<file path="src/design/eivs_regs.svh">
/*
 * Register offsets, field positions, reset values and timing counts of the
 * external interrupt and vector select block.
 * Assumes an 8-bit register port addressed by a small byte offset.
 */
`ifndef EIVS_REGS_SVH
`define EIVS_REGS_SVH

// ==========================================================
// Register offsets
`define EIVS_OFS_CORE_CTRL     4'h0
`define EIVS_OFS_SENSE_CTRL    4'h1
`define EIVS_OFS_IRQ_MASK      4'h2
`define EIVS_OFS_IRQ_FLAGS     4'h3
`define EIVS_OFS_PC_CTRL       4'h4
`define EIVS_OFS_PC_FLAGS      4'h5
`define EIVS_OFS_PC_MASK0      4'h6
`define EIVS_OFS_PC_MASK1      4'h7
`define EIVS_OFS_PC_MASK2      4'h8
`define EIVS_OFS_PC_MASK3      4'h9
`define EIVS_OFS_STATUS        4'ha

// ==========================================================
// Field positions
`define EIVS_BIT_UNLOCK        0
`define EIVS_BIT_VSEL          1

// ==========================================================
// Sense encodings
`define EIVS_SENSE_LOW         2'h0
`define EIVS_SENSE_ANY         2'h1
`define EIVS_SENSE_FALL        2'h2
`define EIVS_SENSE_RISE        2'h3

// ==========================================================
// Reset values and timing
`define EIVS_RST_BYTE          8'h00
`define EIVS_UNLOCK_CYCLES     3'h4

`endif

</file>
<file path="src/design/eivs_pkg.sv">
/*
 * Types shared by the external interrupt and vector select block.
 * Assumes the constants header is included by each user.
 */
package eivs_pkg;

   // ==========================================================
   // Vector change sequencer states
   typedef enum logic [1:0] {
      EIVS_IDLE   = 2'b00,
      EIVS_OPEN   = 2'b01,
      EIVS_TRAIL  = 2'b10
   } eivs_vstate_t;

   // ==========================================================
   // Request numbering toward the core
   typedef logic [6:0] eivs_req_t;

endpackage

</file>
<file path="src/design/eivs_sync_if.sv">
/*
 * Interface carrying raw pins into the synchroniser and clean levels out.
 * Assumes a single system clock.
 */
`timescale 1ns/100ps

interface eivs_sync_if;
   logic [34:0] raw;
   logic [34:0] clean;

   modport src (output raw, input clean);
   modport syn (input raw, output clean);
endinterface // eivs_sync_if

</file>
<file path="src/design/eivs_sync.sv">
/*
 * Two-flop synchroniser for all asynchronous pin inputs.
 * Assumes pins are asynchronous to clk_sys.
 */
`timescale 1ns/100ps

module eivs_sync (
   // Clock and reset
   input wire logic clk_sys,
   input wire logic rst_n,
   // Pin lines
   eivs_sync_if.syn sif
);

   logic [34:0] meta_ff;
   logic [34:0] clean_ff;

   // ==========================================================
   // Two stages, first read only by second
   always_ff @(posedge clk_sys or negedge rst_n) begin
      if (!rst_n) begin
         meta_ff <= 35'h7ffffffff;
         clean_ff <= 35'h7ffffffff;
      end else begin
         meta_ff <= sif.raw;
         clean_ff <= meta_ff; // RULE24
      end
   end

   assign sif.clean = clean_ff;

endmodule // eivs_sync

</file>
<file path="src/design/eivs_edge.sv">
/*
 * Sense decoder for one dedicated interrupt input.
 * Assumes a synchronised pin level and its previous value.
 */
`timescale 1ns/100ps
`include "eivs_regs.svh"

module eivs_edge (
   // Levels
   input wire logic cur,
   input wire logic prev,
   // Mode
   input wire logic [1:0] sense,
   // Result
   output logic edge_hit,
   output logic low_req
);

   // ==========================================================
   // Decode the two-bit sense field
   always_comb begin
      edge_hit = 1'b0;
      low_req = 1'b0;
      unique case (sense)
         `EIVS_SENSE_LOW: low_req = ~cur; // RULE11
         `EIVS_SENSE_ANY: edge_hit = cur ^ prev; // RULE10
         `EIVS_SENSE_FALL: edge_hit = prev & ~cur;
         `EIVS_SENSE_RISE: edge_hit = ~prev & cur;
      endcase
   end

endmodule // eivs_edge

</file>
<file path="src/design/eivs_top.sv">
/*
 * External interrupt front end: three dedicated inputs with sense control,
 * 32 pin-change inputs in four groups, and the vector base select with its
 * timed unlock. Requests go to the core as levels; the core acknowledges
 * handler entry with a one-cycle pulse per request.
 * Assumes pins are asynchronous, register port and core on clk_sys.
 */
`timescale 1ns/100ps
`include "eivs_regs.svh"

// Summary of operation
// RULE1: Select bit 0 puts vectors at program start, 1 at boot section.
// RULE2: Software sets unlock, then writes select with unlock zero within four cycles.
// RULE3: Interrupts blocked from unlock set until after instruction following select write.
// RULE4: Automatic blocking never touches the global enable bit.
// RULE5: Unlock clears by hardware after four cycles or on select write.
// RULE6: Lock inputs suppress interrupts while executing from the other section.
// RULE7: Pins trigger interrupts even when driven as outputs.
// RULE8: Group request set when any enabled input in its byte toggles.
// RULE9: Pin events need no I/O clock and can signal wake in any sleep.
// RULE10: Sense field per input: low, any, falling, rising edge; bits 5:0.
// RULE11: Low-level mode keeps requesting while pin stays low.
// RULE12: Source holds low level until current instruction completes.
// RULE13: Low level gone before start-up ends wakes without an interrupt.
// RULE14: Sense control bits 7:6 read zero.
// RULE15: Dedicated interrupt enabled by mask bit and global enable; mask bits 2:0.
// RULE16: Event sets flag; handler entry or writing one clears it.
// RULE17: Flag held cleared while input in low-level mode.
// RULE18: Sleep with interrupt disabled gates the input buffer; may set flag.
// RULE19: Software masks, changes sense, clears flag, then re-enables.
// RULE20: Group 3 enable plus global enable requests group 3 vector on change.
// RULE21: Group enables 2,1,0 at pin-change control bits 2,1,0.
// RULE22: Group flag set by change, cleared by handler or writing one.
// RULE23: Each pin-change input has a mask bit resetting zero.
// RULE24: Asynchronous events synchronised before updating flags or requests.
module eivs_top (
   // Clock and reset
   input wire logic clk_sys,
   input wire logic rst_n,
   // Register port
   input wire logic [3:0] reg_addr,
   input wire logic [7:0] reg_wdata,
   input wire logic reg_wr,
   input wire logic reg_rd,
   output logic [7:0] reg_rdata,
   // Pins
   input wire logic [2:0] dedicated_irq_inputs,
   input wire logic [31:0] pin_change_inputs,
   // Core side
   input wire logic status_register_i,
   input wire logic sleep_active,
   input wire logic startup_done,
   input wire logic exec_in_boot,
   input wire logic application_lock_input,
   input wire logic boot_lock_input,
   input wire logic instr_done,
   input wire logic [6:0] irq_ack,
   output logic [6:0] irq_req,
   output logic vector_base_select,
   output logic irq_blocked,
   output logic wake_req
);

   // ==========================================================
   // Declarations
   eivs_sync_if sif();
   logic [7:0] core_control_ff;
   logic [5:0] ext_sense_control_ff;
   logic [2:0] ext_irq_mask_ff;
   logic [2:0] ext_irq_flags_ff;
   logic [3:0] pin_change_control_ff;
   logic [3:0] pc_flags_ff;
   logic [31:0] pc_mask_ff;
   logic [2:0] ded_prev_ff;
   logic [31:0] pc_prev_ff;
   logic [2:0] low_pend_ff;
   logic [2:0] cnt_ff;
   logic [2:0] nxt_cnt;
   logic [7:0] reg_rdata_ff;
   logic [6:0] irq_req_ff;
   logic vsel_ff;
   logic blocked_ff;
   logic wake_ff;
   eivs_pkg::eivs_vstate_t vstate_ff;
   eivs_pkg::eivs_vstate_t nxt_vstate;
   logic [2:0] ded_cur;
   logic [31:0] pc_cur;
   logic [2:0] ded_edge;
   logic [2:0] ded_low;
   logic [3:0] grp_hit;
   logic [31:0] pc_toggle;
   logic gate_open;
   logic lock_block;
   logic seq_block;
   logic wr_core;
   logic wr_flags;
   logic wr_pcflags;

   // ==========================================================
   // Dedicated input buffers: disabled in sleep when the input's interrupt is off
   always_comb begin
      sif.raw = {dedicated_irq_inputs, pin_change_inputs}; // RULE7
      for (int i = 0; i < 3; i++) begin
         if (sleep_active && !ext_irq_mask_ff[i]) begin
            sif.raw[32 + i] = 1'b0; // RULE18
         end
      end
   end

   eivs_sync u_sync (
      .clk_sys(clk_sys),
      .rst_n(rst_n),
      .sif(sif)
   );

   assign ded_cur = sif.clean[34:32];
   assign pc_cur = sif.clean[31:0];

   // ==========================================================
   // Sense decoders, one per dedicated input
   genvar g;
   generate
      for (g = 0; g < 3; g++) begin : g_sense
         eivs_edge u_edge (
            .cur(ded_cur[g]),
            .prev(ded_prev_ff[g]),
            .sense(ext_sense_control_ff[2*g +: 2]),
            .edge_hit(ded_edge[g]),
            .low_req(ded_low[g])
         );
      end
   endgenerate

   // Masked toggles grouped by byte
   assign pc_toggle = (pc_cur ^ pc_prev_ff) & pc_mask_ff; // RULE23
   always_comb begin
      for (int k = 0; k < 4; k++) begin
         grp_hit[k] = |pc_toggle[8*k +: 8] & pin_change_control_ff[k]; // RULE8 RULE21
      end
   end

   // ==========================================================
   // Register strobes
   assign wr_core = reg_wr && (reg_addr == `EIVS_OFS_CORE_CTRL);
   assign wr_flags = reg_wr && (reg_addr == `EIVS_OFS_IRQ_FLAGS);
   assign wr_pcflags = reg_wr && (reg_addr == `EIVS_OFS_PC_FLAGS);

   // History of synchronised levels
   always_ff @(posedge clk_sys or negedge rst_n) begin
      if (!rst_n) begin
         ded_prev_ff <= 3'h7;
         pc_prev_ff <= 32'hffffffff;
      end else begin
         ded_prev_ff <= ded_cur;
         pc_prev_ff <= pc_cur;
      end
   end

   // ==========================================================
   // Plain read/write configuration registers
   always_ff @(posedge clk_sys or negedge rst_n) begin
      if (!rst_n) begin
         ext_sense_control_ff <= 6'h00;
         ext_irq_mask_ff <= 3'h0;
         pin_change_control_ff <= 4'h0;
         pc_mask_ff <= 32'h00000000; // RULE23
      end else if (reg_wr) begin
         unique case (reg_addr)
            `EIVS_OFS_SENSE_CTRL: ext_sense_control_ff <= reg_wdata[5:0]; // RULE10
            `EIVS_OFS_IRQ_MASK: ext_irq_mask_ff <= reg_wdata[2:0]; // RULE15
            `EIVS_OFS_PC_CTRL: pin_change_control_ff <= reg_wdata[3:0]; // RULE21
            `EIVS_OFS_PC_MASK0: pc_mask_ff[7:0] <= reg_wdata;
            `EIVS_OFS_PC_MASK1: pc_mask_ff[15:8] <= reg_wdata;
            `EIVS_OFS_PC_MASK2: pc_mask_ff[23:16] <= reg_wdata;
            `EIVS_OFS_PC_MASK3: pc_mask_ff[31:24] <= reg_wdata;
            default: ;
         endcase
      end
   end

   // ==========================================================
   // Dedicated input flags: set wins over clear
   always_ff @(posedge clk_sys or negedge rst_n) begin
      if (!rst_n) begin
         ext_irq_flags_ff <= 3'h0;
      end else begin
         for (int i = 0; i < 3; i++) begin
            if (ext_sense_control_ff[2*i +: 2] == `EIVS_SENSE_LOW) begin
               ext_irq_flags_ff[i] <= 1'b0; // RULE17
            end else if (ded_edge[i]) begin
               ext_irq_flags_ff[i] <= 1'b1; // RULE16
            end else if ((wr_flags && reg_wdata[i]) || irq_ack[i]) begin
               ext_irq_flags_ff[i] <= 1'b0; // RULE16
            end
         end
      end
   end

   // ==========================================================
   // Pin-change group flags: set wins over clear
   always_ff @(posedge clk_sys or negedge rst_n) begin
      if (!rst_n) begin
         pc_flags_ff <= 4'h0;
      end else begin
         for (int k = 0; k < 4; k++) begin
            if (grp_hit[k]) begin
               pc_flags_ff[k] <= 1'b1; // RULE22
            end else if ((wr_pcflags && reg_wdata[k]) || irq_ack[3 + k]) begin
               pc_flags_ff[k] <= 1'b0; // RULE22
            end
         end
      end
   end

   // ==========================================================
   // Low level must still be present when start-up ends
   always_ff @(posedge clk_sys or negedge rst_n) begin
      if (!rst_n) begin
         low_pend_ff <= 3'h0;
      end else begin
         low_pend_ff <= ded_low & ext_irq_mask_ff & {3{startup_done}}; // RULE13
      end
   end

   // ==========================================================
   // Vector change sequencer
   always_comb begin
      nxt_vstate = vstate_ff;
      nxt_cnt = cnt_ff;
      unique case (vstate_ff)
         eivs_pkg::EIVS_IDLE: begin
            if (wr_core && reg_wdata[`EIVS_BIT_UNLOCK]) begin
               nxt_vstate = eivs_pkg::EIVS_OPEN; // RULE2
               nxt_cnt = `EIVS_UNLOCK_CYCLES - 3'h1;
            end
         end
         eivs_pkg::EIVS_OPEN: begin
            if (wr_core && !reg_wdata[`EIVS_BIT_UNLOCK]) begin
               nxt_vstate = eivs_pkg::EIVS_TRAIL; // RULE5
            end else if (cnt_ff == 3'h1) begin
               nxt_vstate = eivs_pkg::EIVS_IDLE; // RULE5
               nxt_cnt = 3'h0;
            end else begin
               nxt_cnt = cnt_ff - 3'h1;
            end
         end
         eivs_pkg::EIVS_TRAIL: begin
            if (instr_done) begin
               nxt_vstate = eivs_pkg::EIVS_IDLE; // RULE3
               nxt_cnt = 3'h0;
            end
         end
         default: nxt_vstate = eivs_pkg::EIVS_IDLE;
      endcase
   end

   always_ff @(posedge clk_sys or negedge rst_n) begin
      if (!rst_n) begin
         vstate_ff <= eivs_pkg::EIVS_IDLE;
         cnt_ff <= 3'h0;
      end else begin
         vstate_ff <= nxt_vstate;
         cnt_ff <= nxt_cnt;
      end
   end

   // Select bit and readable core control image
   always_ff @(posedge clk_sys or negedge rst_n) begin
      if (!rst_n) begin
         vsel_ff <= 1'b0;
         core_control_ff <= `EIVS_RST_BYTE;
      end else begin
         if (vstate_ff == eivs_pkg::EIVS_OPEN && wr_core && !reg_wdata[`EIVS_BIT_UNLOCK]) begin
            vsel_ff <= reg_wdata[`EIVS_BIT_VSEL]; // RULE1 RULE2
         end
         core_control_ff <= {6'h00, 1'b0, nxt_vstate == eivs_pkg::EIVS_OPEN};
      end
   end

   // ==========================================================
   // Blocking: sequence and section locks, global enable untouched
   assign seq_block = (nxt_vstate != eivs_pkg::EIVS_IDLE); // RULE3 RULE4
   assign lock_block = (vsel_ff && application_lock_input && !exec_in_boot) ||
                       (!vsel_ff && boot_lock_input && exec_in_boot); // RULE6
   assign gate_open = status_register_i && !seq_block && !lock_block; // RULE15 RULE20

   always_ff @(posedge clk_sys or negedge rst_n) begin
      if (!rst_n) begin
         irq_req_ff <= 7'h00;
         blocked_ff <= 1'b0;
         wake_ff <= 1'b0;
      end else begin
         irq_req_ff[2:0] <= (ext_irq_flags_ff & ext_irq_mask_ff | low_pend_ff) & {3{gate_open}}; // RULE11
         irq_req_ff[6:3] <= pc_flags_ff & pin_change_control_ff & {4{gate_open}}; // RULE20
         blocked_ff <= seq_block;
         wake_ff <= |(ext_irq_flags_ff & ext_irq_mask_ff) | |(ded_low & ext_irq_mask_ff) |
                    |(pc_flags_ff & pin_change_control_ff); // RULE9
      end
   end

   // ==========================================================
   // Read data, one cycle after the strobe
   always_ff @(posedge clk_sys or negedge rst_n) begin
      if (!rst_n) begin
         reg_rdata_ff <= 8'h00;
      end else if (reg_rd) begin
         unique case (reg_addr)
            `EIVS_OFS_CORE_CTRL: reg_rdata_ff <= {6'h00, vsel_ff, core_control_ff[0]};
            `EIVS_OFS_SENSE_CTRL: reg_rdata_ff <= {2'h0, ext_sense_control_ff}; // RULE14
            `EIVS_OFS_IRQ_MASK: reg_rdata_ff <= {5'h00, ext_irq_mask_ff};
            `EIVS_OFS_IRQ_FLAGS: reg_rdata_ff <= {5'h00, ext_irq_flags_ff};
            `EIVS_OFS_PC_CTRL: reg_rdata_ff <= {4'h0, pin_change_control_ff};
            `EIVS_OFS_PC_FLAGS: reg_rdata_ff <= {4'h0, pc_flags_ff};
            `EIVS_OFS_PC_MASK0: reg_rdata_ff <= pc_mask_ff[7:0];
            `EIVS_OFS_PC_MASK1: reg_rdata_ff <= pc_mask_ff[15:8];
            `EIVS_OFS_PC_MASK2: reg_rdata_ff <= pc_mask_ff[23:16];
            `EIVS_OFS_PC_MASK3: reg_rdata_ff <= pc_mask_ff[31:24];
            `EIVS_OFS_STATUS: reg_rdata_ff <= {5'h00, blocked_ff, lock_block, wake_ff};
            default: reg_rdata_ff <= 8'h00;
         endcase
      end else begin
         reg_rdata_ff <= 8'h00;
      end
   end

   // ==========================================================
   // Outputs
   assign reg_rdata = reg_rdata_ff;
   assign irq_req = irq_req_ff;
   assign vector_base_select = vsel_ff;
   assign irq_blocked = blocked_ff;
   assign wake_req = wake_ff;

endmodule // eivs_top

</file>
<file path="config.mk">
export PLATFORM = sky130hd
export DESIGN_NAME = eivs_top
export DESIGN_NICKNAME = d
export VERILOG_FILES = /design/src/design/eivs_pkg.sv /design/src/design/eivs_sync_if.sv /design/src/design/eivs_sync.sv /design/src/design/eivs_edge.sv /design/src/design/eivs_top.sv
export VERILOG_INCLUDE_DIRS = /design/src /design/src/design
export SDC_FILE = /design/constraint.sdc
export NUM_CORES = 1
export LEC_CHECK = 0
export ABC_AREA = 1
export BUFFER_PORTS_ARGS = -buffer_cell sky130_fd_sc_hd__buf_2
export CAP_MARGIN = 25
export CORE_UTILIZATION = 55
export CTS_CLUSTER_DIAMETER = 80
export DETAILED_ROUTE_END_ITERATION = 8
export GPL_TIMING_DRIVEN = 0
export HOLD_SLACK_MARGIN = 0.12
export PLACE_DENSITY = 0.85
export SETUP_SLACK_MARGIN = 0.1
export SYNTH_ARGS = -nofsm -noshare
export SYNTH_HDL_FRONTEND = slang
export SYNTH_SLANG_ARGS = --single-unit
</file>
<file path="constraint.sdc">
create_clock -name clk_sys -period 1.8 [get_ports clk_sys]
set_clock_uncertainty 0.2 [all_clocks]
set_input_delay 0.18 -clock clk_sys [delete_from_list [all_inputs] [get_ports clk_sys]]
set_output_delay 0.18 -clock clk_sys [all_outputs]
set_load 0.05 [all_outputs]
</file>
# Word-level counts from Yosys, hierarchy flattened
# Index checks and enable logic that the tools add are counted.
totals:
  regBits: 184
  out_inout_bits: 18
  word_cells: 190
classes:
  addsub: 1
  eq_ne: 26
  n_mux: 38
  bitwise_logic: 30
  reduce_logical: 68
ops:
  columns: ["op", "count"]
  rows:
  - ["case mux 8 bit (11 select lines)", 1]
  - ["bitwise AND 32 bit", 1]
  - ["OR reduction 8 bit", 4]
  - ["XOR 32 bit", 1]
  - ["logical AND 1 bit", 23]
  - ["two-way mux 1 bit", 23]
  - ["equality test 4 x 3 -> 1 bit, second input constant", 4]
  - ["equality test 2 bit, second input constant", 7]
  - ["AND reduction 2 bit", 7]
  - ["bitwise AND 3 bit", 4]
  - ["equality test 4 bit, second input constant", 3]
  - ["two-way mux 3 bit", 4]
  - ["nonzero test 3 bit", 4]
  - ["bitwise AND 1 bit", 10]
  - ["equality test 2 x 1 -> 1 bit, second input constant", 5]
  - ["nonzero test 2 bit", 5]
  - ["case mux 1 bit (3 select lines)", 3]
  - ["case mux 3 bit (3 select lines)", 1]
  - ["bitwise AND 4 bit", 2]
  - ["equality test 4 x 2 -> 1 bit, second input constant", 2]
  - ["zero test 1 bit", 8]
  - ["zero test 2 bit", 4]
  - ["logical OR 1 bit", 8]
  - ["two-way mux 2 bit", 4]
  - ["14 further kinds", 25]

# Logic depth before layout (Yosys ltp)
# Gate-level depths: netlist (run 1).
logic_depth:
  depth_word: 10
  ltp_mapped: 10

# Hierarchy
# From an unflattened synthesis (run 1), not the netlist that was laid out.
hier_totals:
  hier_cells: 683
  area_unflattened_um2: 7155.6
by_module_without_submodules:
  columns: ["module", "n_inst", "cells_each", "area_each_um2", "seq_area_each_um2"]
  rows:
  - ["eivs_top", 1, 577, 5109.9, 2896.5]
  - ["eivs_sync", 1, 70, 1839.3, 1839.3]
  - ["eivs_edge", 3, 12, 68.8, 0.0]

# Worst setup path before layout (run 1)
# OpenSTA, ideal clock, no wires.
synth_path:
  path_kind: "register -> register"
  start: "reg vsel_ff, in the netlist vector_base_select"
  end: "reg irq_req_ff[0], in the netlist irq_req[0]"
  arrival_ns: 1.306
  t_required_ns: 1.529
  setup_slack_ns: 0.223
  path_stages_with_launch: 6
  n_path_buf: 0
  synth_period_minus_slack_ns: 1.577
  cell_sequence: "dfrtp_1 inv_1 a31oi_1 and2_1 nand3_4 nor2_2"
synth_between:
  elab_chain_cells: 7
  word_cells_on_any_way: 9
  cone_classes: "bitwise (1); reduce/logical (8)"
synth_lines:
  columns: ["element", "line", "text"]
  rows:
  - ["start: declaration", "eivs_top.sv:81", "logic vsel_ff;"]
  - ["start signal: assignment", "eivs_top.sv:274", "vsel_ff <= reg_wdata[`EIVS_BIT_VSEL];"]
  - ["zero test 1 bit", "eivs_top.sv:284", "(!vsel_ff && boot_lock_input && exec_in_boot);"]
  - ["logical AND 1 bit (2 in series)", "eivs_top.sv:284", null]
  - ["logical OR 1 bit (*)", "eivs_top.sv:283", "assign lock_block = (vsel_ff && application_lock_input && !exec_in_boot) ||"]
  - ["zero test 1 bit (*)", "eivs_top.sv:285", "assign gate_open = status_register_i && !seq_block && !lock_block;"]
  - ["logical AND 1 bit (*)", "eivs_top.sv:285", null]
  - ["bitwise AND 3 bit (*)", "eivs_top.sv:293", "irq_req_ff[2:0] <= (ext_irq_flags_ff & ext_irq_mask_ff | low_pend_ff) & {3{gate_open}};"]
  - ["end signal: assignment", "eivs_top.sv:293", null]
  - ["end: declaration", "eivs_top.sv:80", "logic [6:0] irq_req_ff;"]
# Mark *: on every way between the ends. The rest lies on a longest branch, timed or not.
# A chain may end at the register's enable or synchronous reset.

# Worst setup path after layout (run 1)
layout_path:
  start: "reg vstate_ff[1]"
  end: "reg irq_req_ff[0], in the netlist irq_req[0]"
layout_between:
  elab_chain_cells: 8
  word_cells_on_any_way: 13
  cone_classes: "eq/ne (2); mux (5); bitwise (1); reduce/logical (5)"
layout_lines:
  columns: ["element", "line", "text"]
  rows:
  - ["start: declaration", "eivs_top.sv:84", "eivs_pkg::eivs_vstate_t vstate_ff;"]
  - ["start signal: assignment", "eivs_top.sv:259", "vstate_ff <= eivs_pkg::EIVS_IDLE;"]
  - ["start signal: assignment", "eivs_top.sv:262", "vstate_ff <= nxt_vstate;"]
  - ["two-way mux 2 bit", "eivs_top.sv:240", "end else if (cnt_ff == 3'h1) begin"]
  - ["two-way mux 2 bit", "eivs_top.sv:238", "if (wr_core && !reg_wdata[`EIVS_BIT_UNLOCK]) begin"]
  - ["case mux 2 bit (3 select lines) (*)", "eivs_top.sv:230", "unique case (vstate_ff)"]
  - ["nonzero test 2 bit (*)", "eivs_top.sv:282", "assign seq_block = (nxt_vstate != eivs_pkg::EIVS_IDLE);"]
  - ["zero test 1 bit (*)", "eivs_top.sv:285", null]
  - ["logical AND 1 bit (*) (2 in series)", "eivs_top.sv:285", null]
  - ["bitwise AND 3 bit (*)", "eivs_top.sv:293", null]
# Marks and branches as above.

==> run metrics, run 1 <==
CP arrival=~1.8 ns; first-pass GRT wire length=~26000 µm; filler instances=871; Post-Syn Area=7190 µm²; Die Height=116 µm; Seq/Total Area, Yosys=65.9%; gr ovfl total=0; Antenna diodes=0; DRT Pass-1 Iters=5; Starting Density=56.7%; detailed placement HPWL=about 10000 µm; Post-Syn Nets=753; final core utilization=between 70% and 80%; final hold slack=0.0981 ns; critical path class=register to register; pin count of the biggest net entering global routing=118; crit share post-route=93.1%; CTS tree=built; Pins Over Slew Limit=0; most common cell after layout, fill and taps aside=nand2_1; worst-margin pin slew=0.559 ns; final WL=16800 µm; area delta synth->final=29.8%; Post-Synthesis Cells=between 600 and 700; Top FF cell, synth=dfstp_2; DIE AREA=about 14000 µm²; RSZ-0062 raised after global routing=true; Antenna Nets Post-Route=0; Skew-Pair Late Insertion Delay=~0.43 ns; Post-synth EDFFs=0; CP endpoint kind=register; clock sinks=184; Critical Path RT=1.91 ns; peak supply drop=0.000946 V; Warnings, synthesis=0; worst hold path type=input port to async pin; Total GRT Usage=about a quarter; IO Pins=83; DR vias=5468; CTS Root Cell=clkbuf_16; clock buffer depth=2; Synth cell types=37; total leakage power=roughly 4.3 nW; critical path's slowest cell=dfrtp_2; Synth Area per Inst=10.6 µm²; Final Critical Period=1.68 ns; CP startpoint kind=register; P per Cell Area=1130 nW/µm²; Inserted Clock Buffers=17; Final nets=938; most frequent cells in the layout=nand2_1, dfstp_2, buf_2; status=complete, no violations; Worst slew margin=62.8%; Seq cells post-synth=184; Max-cap violations=0; H-Tree Level Count=4; Post-synth ARST share=100%; FP Rows=41; Most Frequent Cell on Critical Path=nand2_2; maximum achievable frequency=0.597 GHz; Port Buffer Count=82; initial antenna violation count=0; Core Box Area=12700 µm²; crit-path max FO=7; Post-route DRC=0; final setup violation count=0; final RePlAce weighted congestion=0.914; Die Wd=116 µm; slowest stage delay, CP=0.44 ns; share of layout cells above drive strength 1=33.6%; vias per inst=5.23; vias in the first global route=5369; DRT iter0 DRCs=439; CP Cell Sequence=inv_2 -> ha_4 -> nand2_2 -> a21oi_2 -> o21ai_1 -> nand2_1 -> nand2_2 -> nand3_4 -> nor2_4; Routed wire per std cell=roughly 16 µm; final hold violation count=0; clk slew on worst S/H paths=0.06 ns
[path summary, 6_finish.rpt]
kind / cells after the start / slack (ns) / startpoint / to
worst max register to register: 9 / 0.12 / vstate_ff[1] / irq_req[0]
worst max-delay path: 9 / 0.12 / vstate_ff[1] / irq_req[0]
max in group asynchronous: 3 / 0.40 / rst_n / u_sync.sif.clean[22]
worst min register to register: 0 / 0.15 / u_sync.meta_ff[7] / u_sync.sif.clean[7]
worst min-delay path: 2 / 0.1 / rst_n / cnt_ff[1]
min in group clk_sys: 5 / 0.15 / reg_addr[1] / reg_rdata[6]
[critical path: cells and delay by family, from the launching register on]
kind                       cells  cell delay (ns)
and+or+nand+nor                5             0.47
adders and majority gates      1             0.16
AOI/OAI and AO/OA              2             0.20
buffers and inverters          1             0.09
DFF                            1             0.44
[synth_stat cells, drive strengths merged (3+ instances only)]
master	instances	area (µm²)
nor2	57	278
o2bb2ai	3	26.3
o22ai	4	25.0
dfrtp	79	1980
or2	5	31.3
a21boi	3	22.5
nand3	24	138
nand2	186	731
ha	12	150
a41oi	3	26.3
inv	56	210
dfstp	105	2760
nor3	12	60.1
nor4	3	18.8
buf	6	45.0
nand4	4	37.5
nand3b	4	30.0
o21ai	78	443
a21oi	24	120
[metal layers]
metal | track usage, % | wire length (µm)
met5 | 0 | 0
met1 | 32.3 | 6970
met2 | 44.6 | 8510
met4 | 12.3 | 479
met3 | 5.19 | 829
[kinds of logic after synthesis]
logic type                 after synthesis  share of synthesized area [%]
and+or+nand+nor                        296                           18.5
DFF                                    184                           65.9
AOI/OAI and AO/OA                      122                           10.0
buffers and inverters                   62                           3.55
adders and majority gates               12                           2.09
[layout make-up]
| cell class | count | area (µm²) | area share [%] |
|---|---|---|---|
| clock inverters | 11 | 121 | 1.30 |
| clock buffers | 21 | 472 | 5.05 |
| repair buffers | 166 | 1260 | 13.5 |
| multi-input cells | 430 | 2270 | 24.3 |
| well taps | 172 | 215 | 2.31 |
| flip-flops and latches | 184 | 4740 | 50.8 |
| inverters | 56 | 213 | 2.28 |
| plain buffers | 6 | 45.0 | 0.483 |
[power breakdown]
| part | internal (mW) | switching (mW) | leakage, nW |
|---|---|---|---|
| clock | 2.16 | 1.51 | 0.276 |
| combinational | 0.703 | 1.06 | 1.92 |
| sequential | 4.72 | 0.425 | 2.13 |
[registers in the layout (all words and copies together) (netlist names), 2 cells and up]
register               flops
cnt_ff                     3
irq_req                    7
pc_mask_ff                32
pc_prev_ff                32
ext_irq_mask_ff            3
ded_prev_ff                3
u_sync.meta_ff            35
reg_rdata                  8
pc_flags_ff                4
pin_change_control_ff      4
u_sync.sif.clean          35
ext_sense_control_ff       6
low_pend_ff                3
vstate_ff                  2
ext_irq_flags_ff           3
[what timing repair did]
action / 4_1_cts / 5_1_grt
hold buffers: 74 / 0
hold endpoints to repair: 215 / 0
endpoints found under the setup margin: 8 / 16
setup buffers: 1 / 8
pin swaps: 1 / 11
gates resized for setup: 2 / 20
[through the flow]
stage	cells	setup slack [ns]	setup TNS (ns)	power [mW]	area, µm²
after floorplan	676	0.223	0	6.06	7190
after global placement	930	-2.28	-312.12	6.55	7820
after detailed placement	931	-0.0166	-0.0166	6.64	7850
after CTS	1038	0.102	0	10.5	9200
after global routing	1046	0.0471	0	11.0	9330
final	1046	0.124	0	10.6	9330
Note: power is estimated with default switching activity, not from simulation.
==> run 2: changes to the inputs <==
--- a/config.mk
+++ b/config.mk
@@ -9,12 +9,12 @@
 export ABC_AREA = 1
 export BUFFER_PORTS_ARGS = -buffer_cell sky130_fd_sc_hd__buf_2
 export CAP_MARGIN = 25
-export CORE_UTILIZATION = 55
+export CORE_UTILIZATION = 50
 export CTS_CLUSTER_DIAMETER = 80
 export DETAILED_ROUTE_END_ITERATION = 8
 export GPL_TIMING_DRIVEN = 0
 export HOLD_SLACK_MARGIN = 0.12
-export PLACE_DENSITY = 0.85
+export PLACE_DENSITY = 0.79
 export SETUP_SLACK_MARGIN = 0.1
 export SYNTH_ARGS = -nofsm -noshare
 export SYNTH_HDL_FRONTEND = slang
==> run metrics, run 2 (synthesized netlist as in run 1, its figures left out) <==
Core Box Area=13900 µm² (+10%); placed inst area=7860 µm² (+0.13%); Max-cap violations=0 (unchanged); clk slew on worst S/H paths=0.07 ns (about the same); Skew-Pair Late Insertion Delay=0.43 ns (about the same); setup TNS=0 ns (unchanged); H-Tree Level Count=4 (unchanged); Pins Over Slew Limit=0 (unchanged); Die Height=122 µm (+4.8%); clock power share=35.6% (+0.9 points); Critical Path RT=1.92 ns (about the same); clock sinks=184 (unchanged); peak supply drop=0.000903 V (-4.6%); status=complete, no violations; CP Cell Sequence=inv_2 -> ha_4 -> nand2_4 -> a21oi_2 -> o21ai_1 -> nand2_1 -> nand2_4 -> nand3_4 -> nor2_2; critical path class=register to register; P per Cell Area=1130 nW/µm² (about the same); Port Buffer Count=82 (unchanged); Routed wire per std cell=14.9 µm (-6.9%); multi-input combinational cell area=2260 µm² (-0.28%); Antenna diodes=0 (unchanged); FP Rows=43 (+4.9%); crit share post-route=93.4% (+0.32 points); share of layout cells above drive strength 1=33.5% (-0.11 points); initial antenna violation count=0 (unchanged); Antenna Nets Post-Route=0 (unchanged); slowest stage delay, CP=0.42 ns (-0.02 ns); clock buffer depth=2 (unchanged); CP arrival=1.80 ns (about the same); Final nets=938 (unchanged); layer with the highest usage=met2; vias per inst=5.15 (-1.5%); Worst slew margin=62.2% (-0.57 points); Total GRT Usage=22.7% (-3.5 points); final WL=15800 µm (-6.1%); maximum achievable frequency=0.595 GHz (-0.34%); DR vias=5426 (-0.77%); P_sw=2.95 mW (-1.4%); final hold slack=0.0840 ns (-0.0141 ns); DIE AREA=14900 µm² (+9.8%); gr ovfl total=0 (unchanged); Starting Density=51.6% (-5.1 points); power share of the combinational group=16.3% (-0.4 points); CP endpoint kind=register; detailed placement HPWL=10400 µm (-1.1%); pin count of the biggest net entering global routing=121 (+2.5%); Net Sw Frac=27.9% (-0.42 points); post-route design area=9350 µm² (+0.12%); Reg power frac=48.2% (-0.4 points); final RePlAce weighted congestion=0.891 (-2.5%); CP startpoint kind=register; area delta synth->final=30.0%; grt met3 use=4.68% (-0.51 points); worst-margin pin slew=0.567 ns (+0.00859 ns); IO Pins=83 (unchanged); RSZ-0062 raised after global routing=true; Worst path top cell family by delay=simple AND/OR/NAND/NOR gates; Final Critical Period=1.68 ns (+0.00571 ns); Worst R2R Setup Slack=0.12 ns (about the same); most common cell after layout, fill and taps aside=nand2_1; final hold violation count=0 (unchanged); Buffers & Inverters on Critical Path=1 (unchanged); GRT met1 Usage=30.0% (-2.3 points); CTS tree=built; filler instances=1031 (+18%); R2R cell count=9 (unchanged); met2 Resource Use GR=36.5% (-8.1 points); CTS Root Cell=clkbuf_16; crit-path max FO=7 (unchanged); most frequent cells in the layout=nand2_1, dfstp_2, buf_2; total leakage power=4.36 nW (+0.75%); vias in the first global route=5144 (-4.2%); final setup violation count=0 (unchanged); FF-to-FF Start=vstate_ff[1]; Post-route DRC=0 (unchanged); reg2reg end=irq_req[6]; first-pass GRT wire length=25100 µm (-3.2%); Most Frequent Cell on Critical Path=nand2_4; critical path startpoint=vstate_ff[1]; worst hold path type=input port to async pin; Inserted Clock Buffers=17 (unchanged); DRT iter0 DRCs=429 (-2.3%); Sequential cell area=4740 µm² (about the same); Cell Int Power=7.63 mW (+0.66%); DRT Pass-1 Iters=5 (unchanged); Die Wd=122 µm (+4.8%); critical path's slowest cell=dfrtp_1
-- run 2: cell types whose count changed in the layout (fill, tap and decap cells not counted), sizes merged --
cell	change
nor2	+1
bufinv	-1
clkinvlp	-4
inv	+2
dlygate4sd3	-1
clkbuf	+3
-- run 2: routing by layer --
metal	vias to the layer above	routed length, µm
li1	2588	-
met5	-	0
met1	2594	6660
met2	203	7730
met3	41	927
met4	0	431
-- run 2: power by group through the flow --
stage / combinational, mW / clock, mW / sequential, mW
CTS: 1.63 / 3.84 / 5.09
global placement: 1.41 / 0 / 5.14
finish: 1.72 / 3.76 / 5.10
global route: 1.93 / 3.99 / 5.16
floorplan: 0.862 / 0 / 5.19
detailed placement: 1.47 / 0 / 5.16
-- run 2: metrics by stage --
| stage | power, mW | util [%] | setup WS, ns | cells |
|---|---|---|---|---|
| 6_report | 10.6 | 67.1 | 0.118 | 1054 |
| 4_1_cts | 10.6 | 66.3 | 0.104 | 1048 |
| 2_1_floorplan | 6.06 | - | 0.223 | 676 |
| 3_5_place_dp | 6.62 | 56.4 | 0.0101 | 939 |
| 3_3_place_gp | 6.55 | 56.2 | -2.32 | 938 |
| 5_1_grt | 11.1 | 67.1 | 0.0180 | 1054 |
-- run 2: cell type report --
| class | count | area share (%) |
|---|---|---|
| inverters | 56 | 2.25 |
| multi-input cells | 431 | 24.2 |
| plain buffers | 6 | 0.482 |
| clock inverters | 8 | 0.857 |
| clock buffers | 24 | 5.73 |
| well taps | 180 | 2.41 |
| repair buffers | 165 | 13.4 |
| flip-flops and latches | 184 | 50.7 |
-- run 2: worst max-delay path by stage --
stage	cells after the start	slack [ns]	endpoint
2_1_floorplan	5	0.22	irq_req[0]
3_3_place_gp	1	-2.32	cnt_ff[0]
3_5_place_dp	9	0.01	irq_req[2]
4_1_cts	9	0.10	irq_req[2]
5_1_grt	8	0.02	cnt_ff[0]
6_report	9	0.12	irq_req[6]
-- run 2: timing repair --
action / CTS / global route
endpoints found under the setup margin: 9 / 24
gates resized for setup: 3 / 16
pin swaps: 2 / 9
setup buffers: 4 / 5
hold buffers: 73 / 0
endpoints found under the hold margin: 205 / 0
cloned: 0 / 1
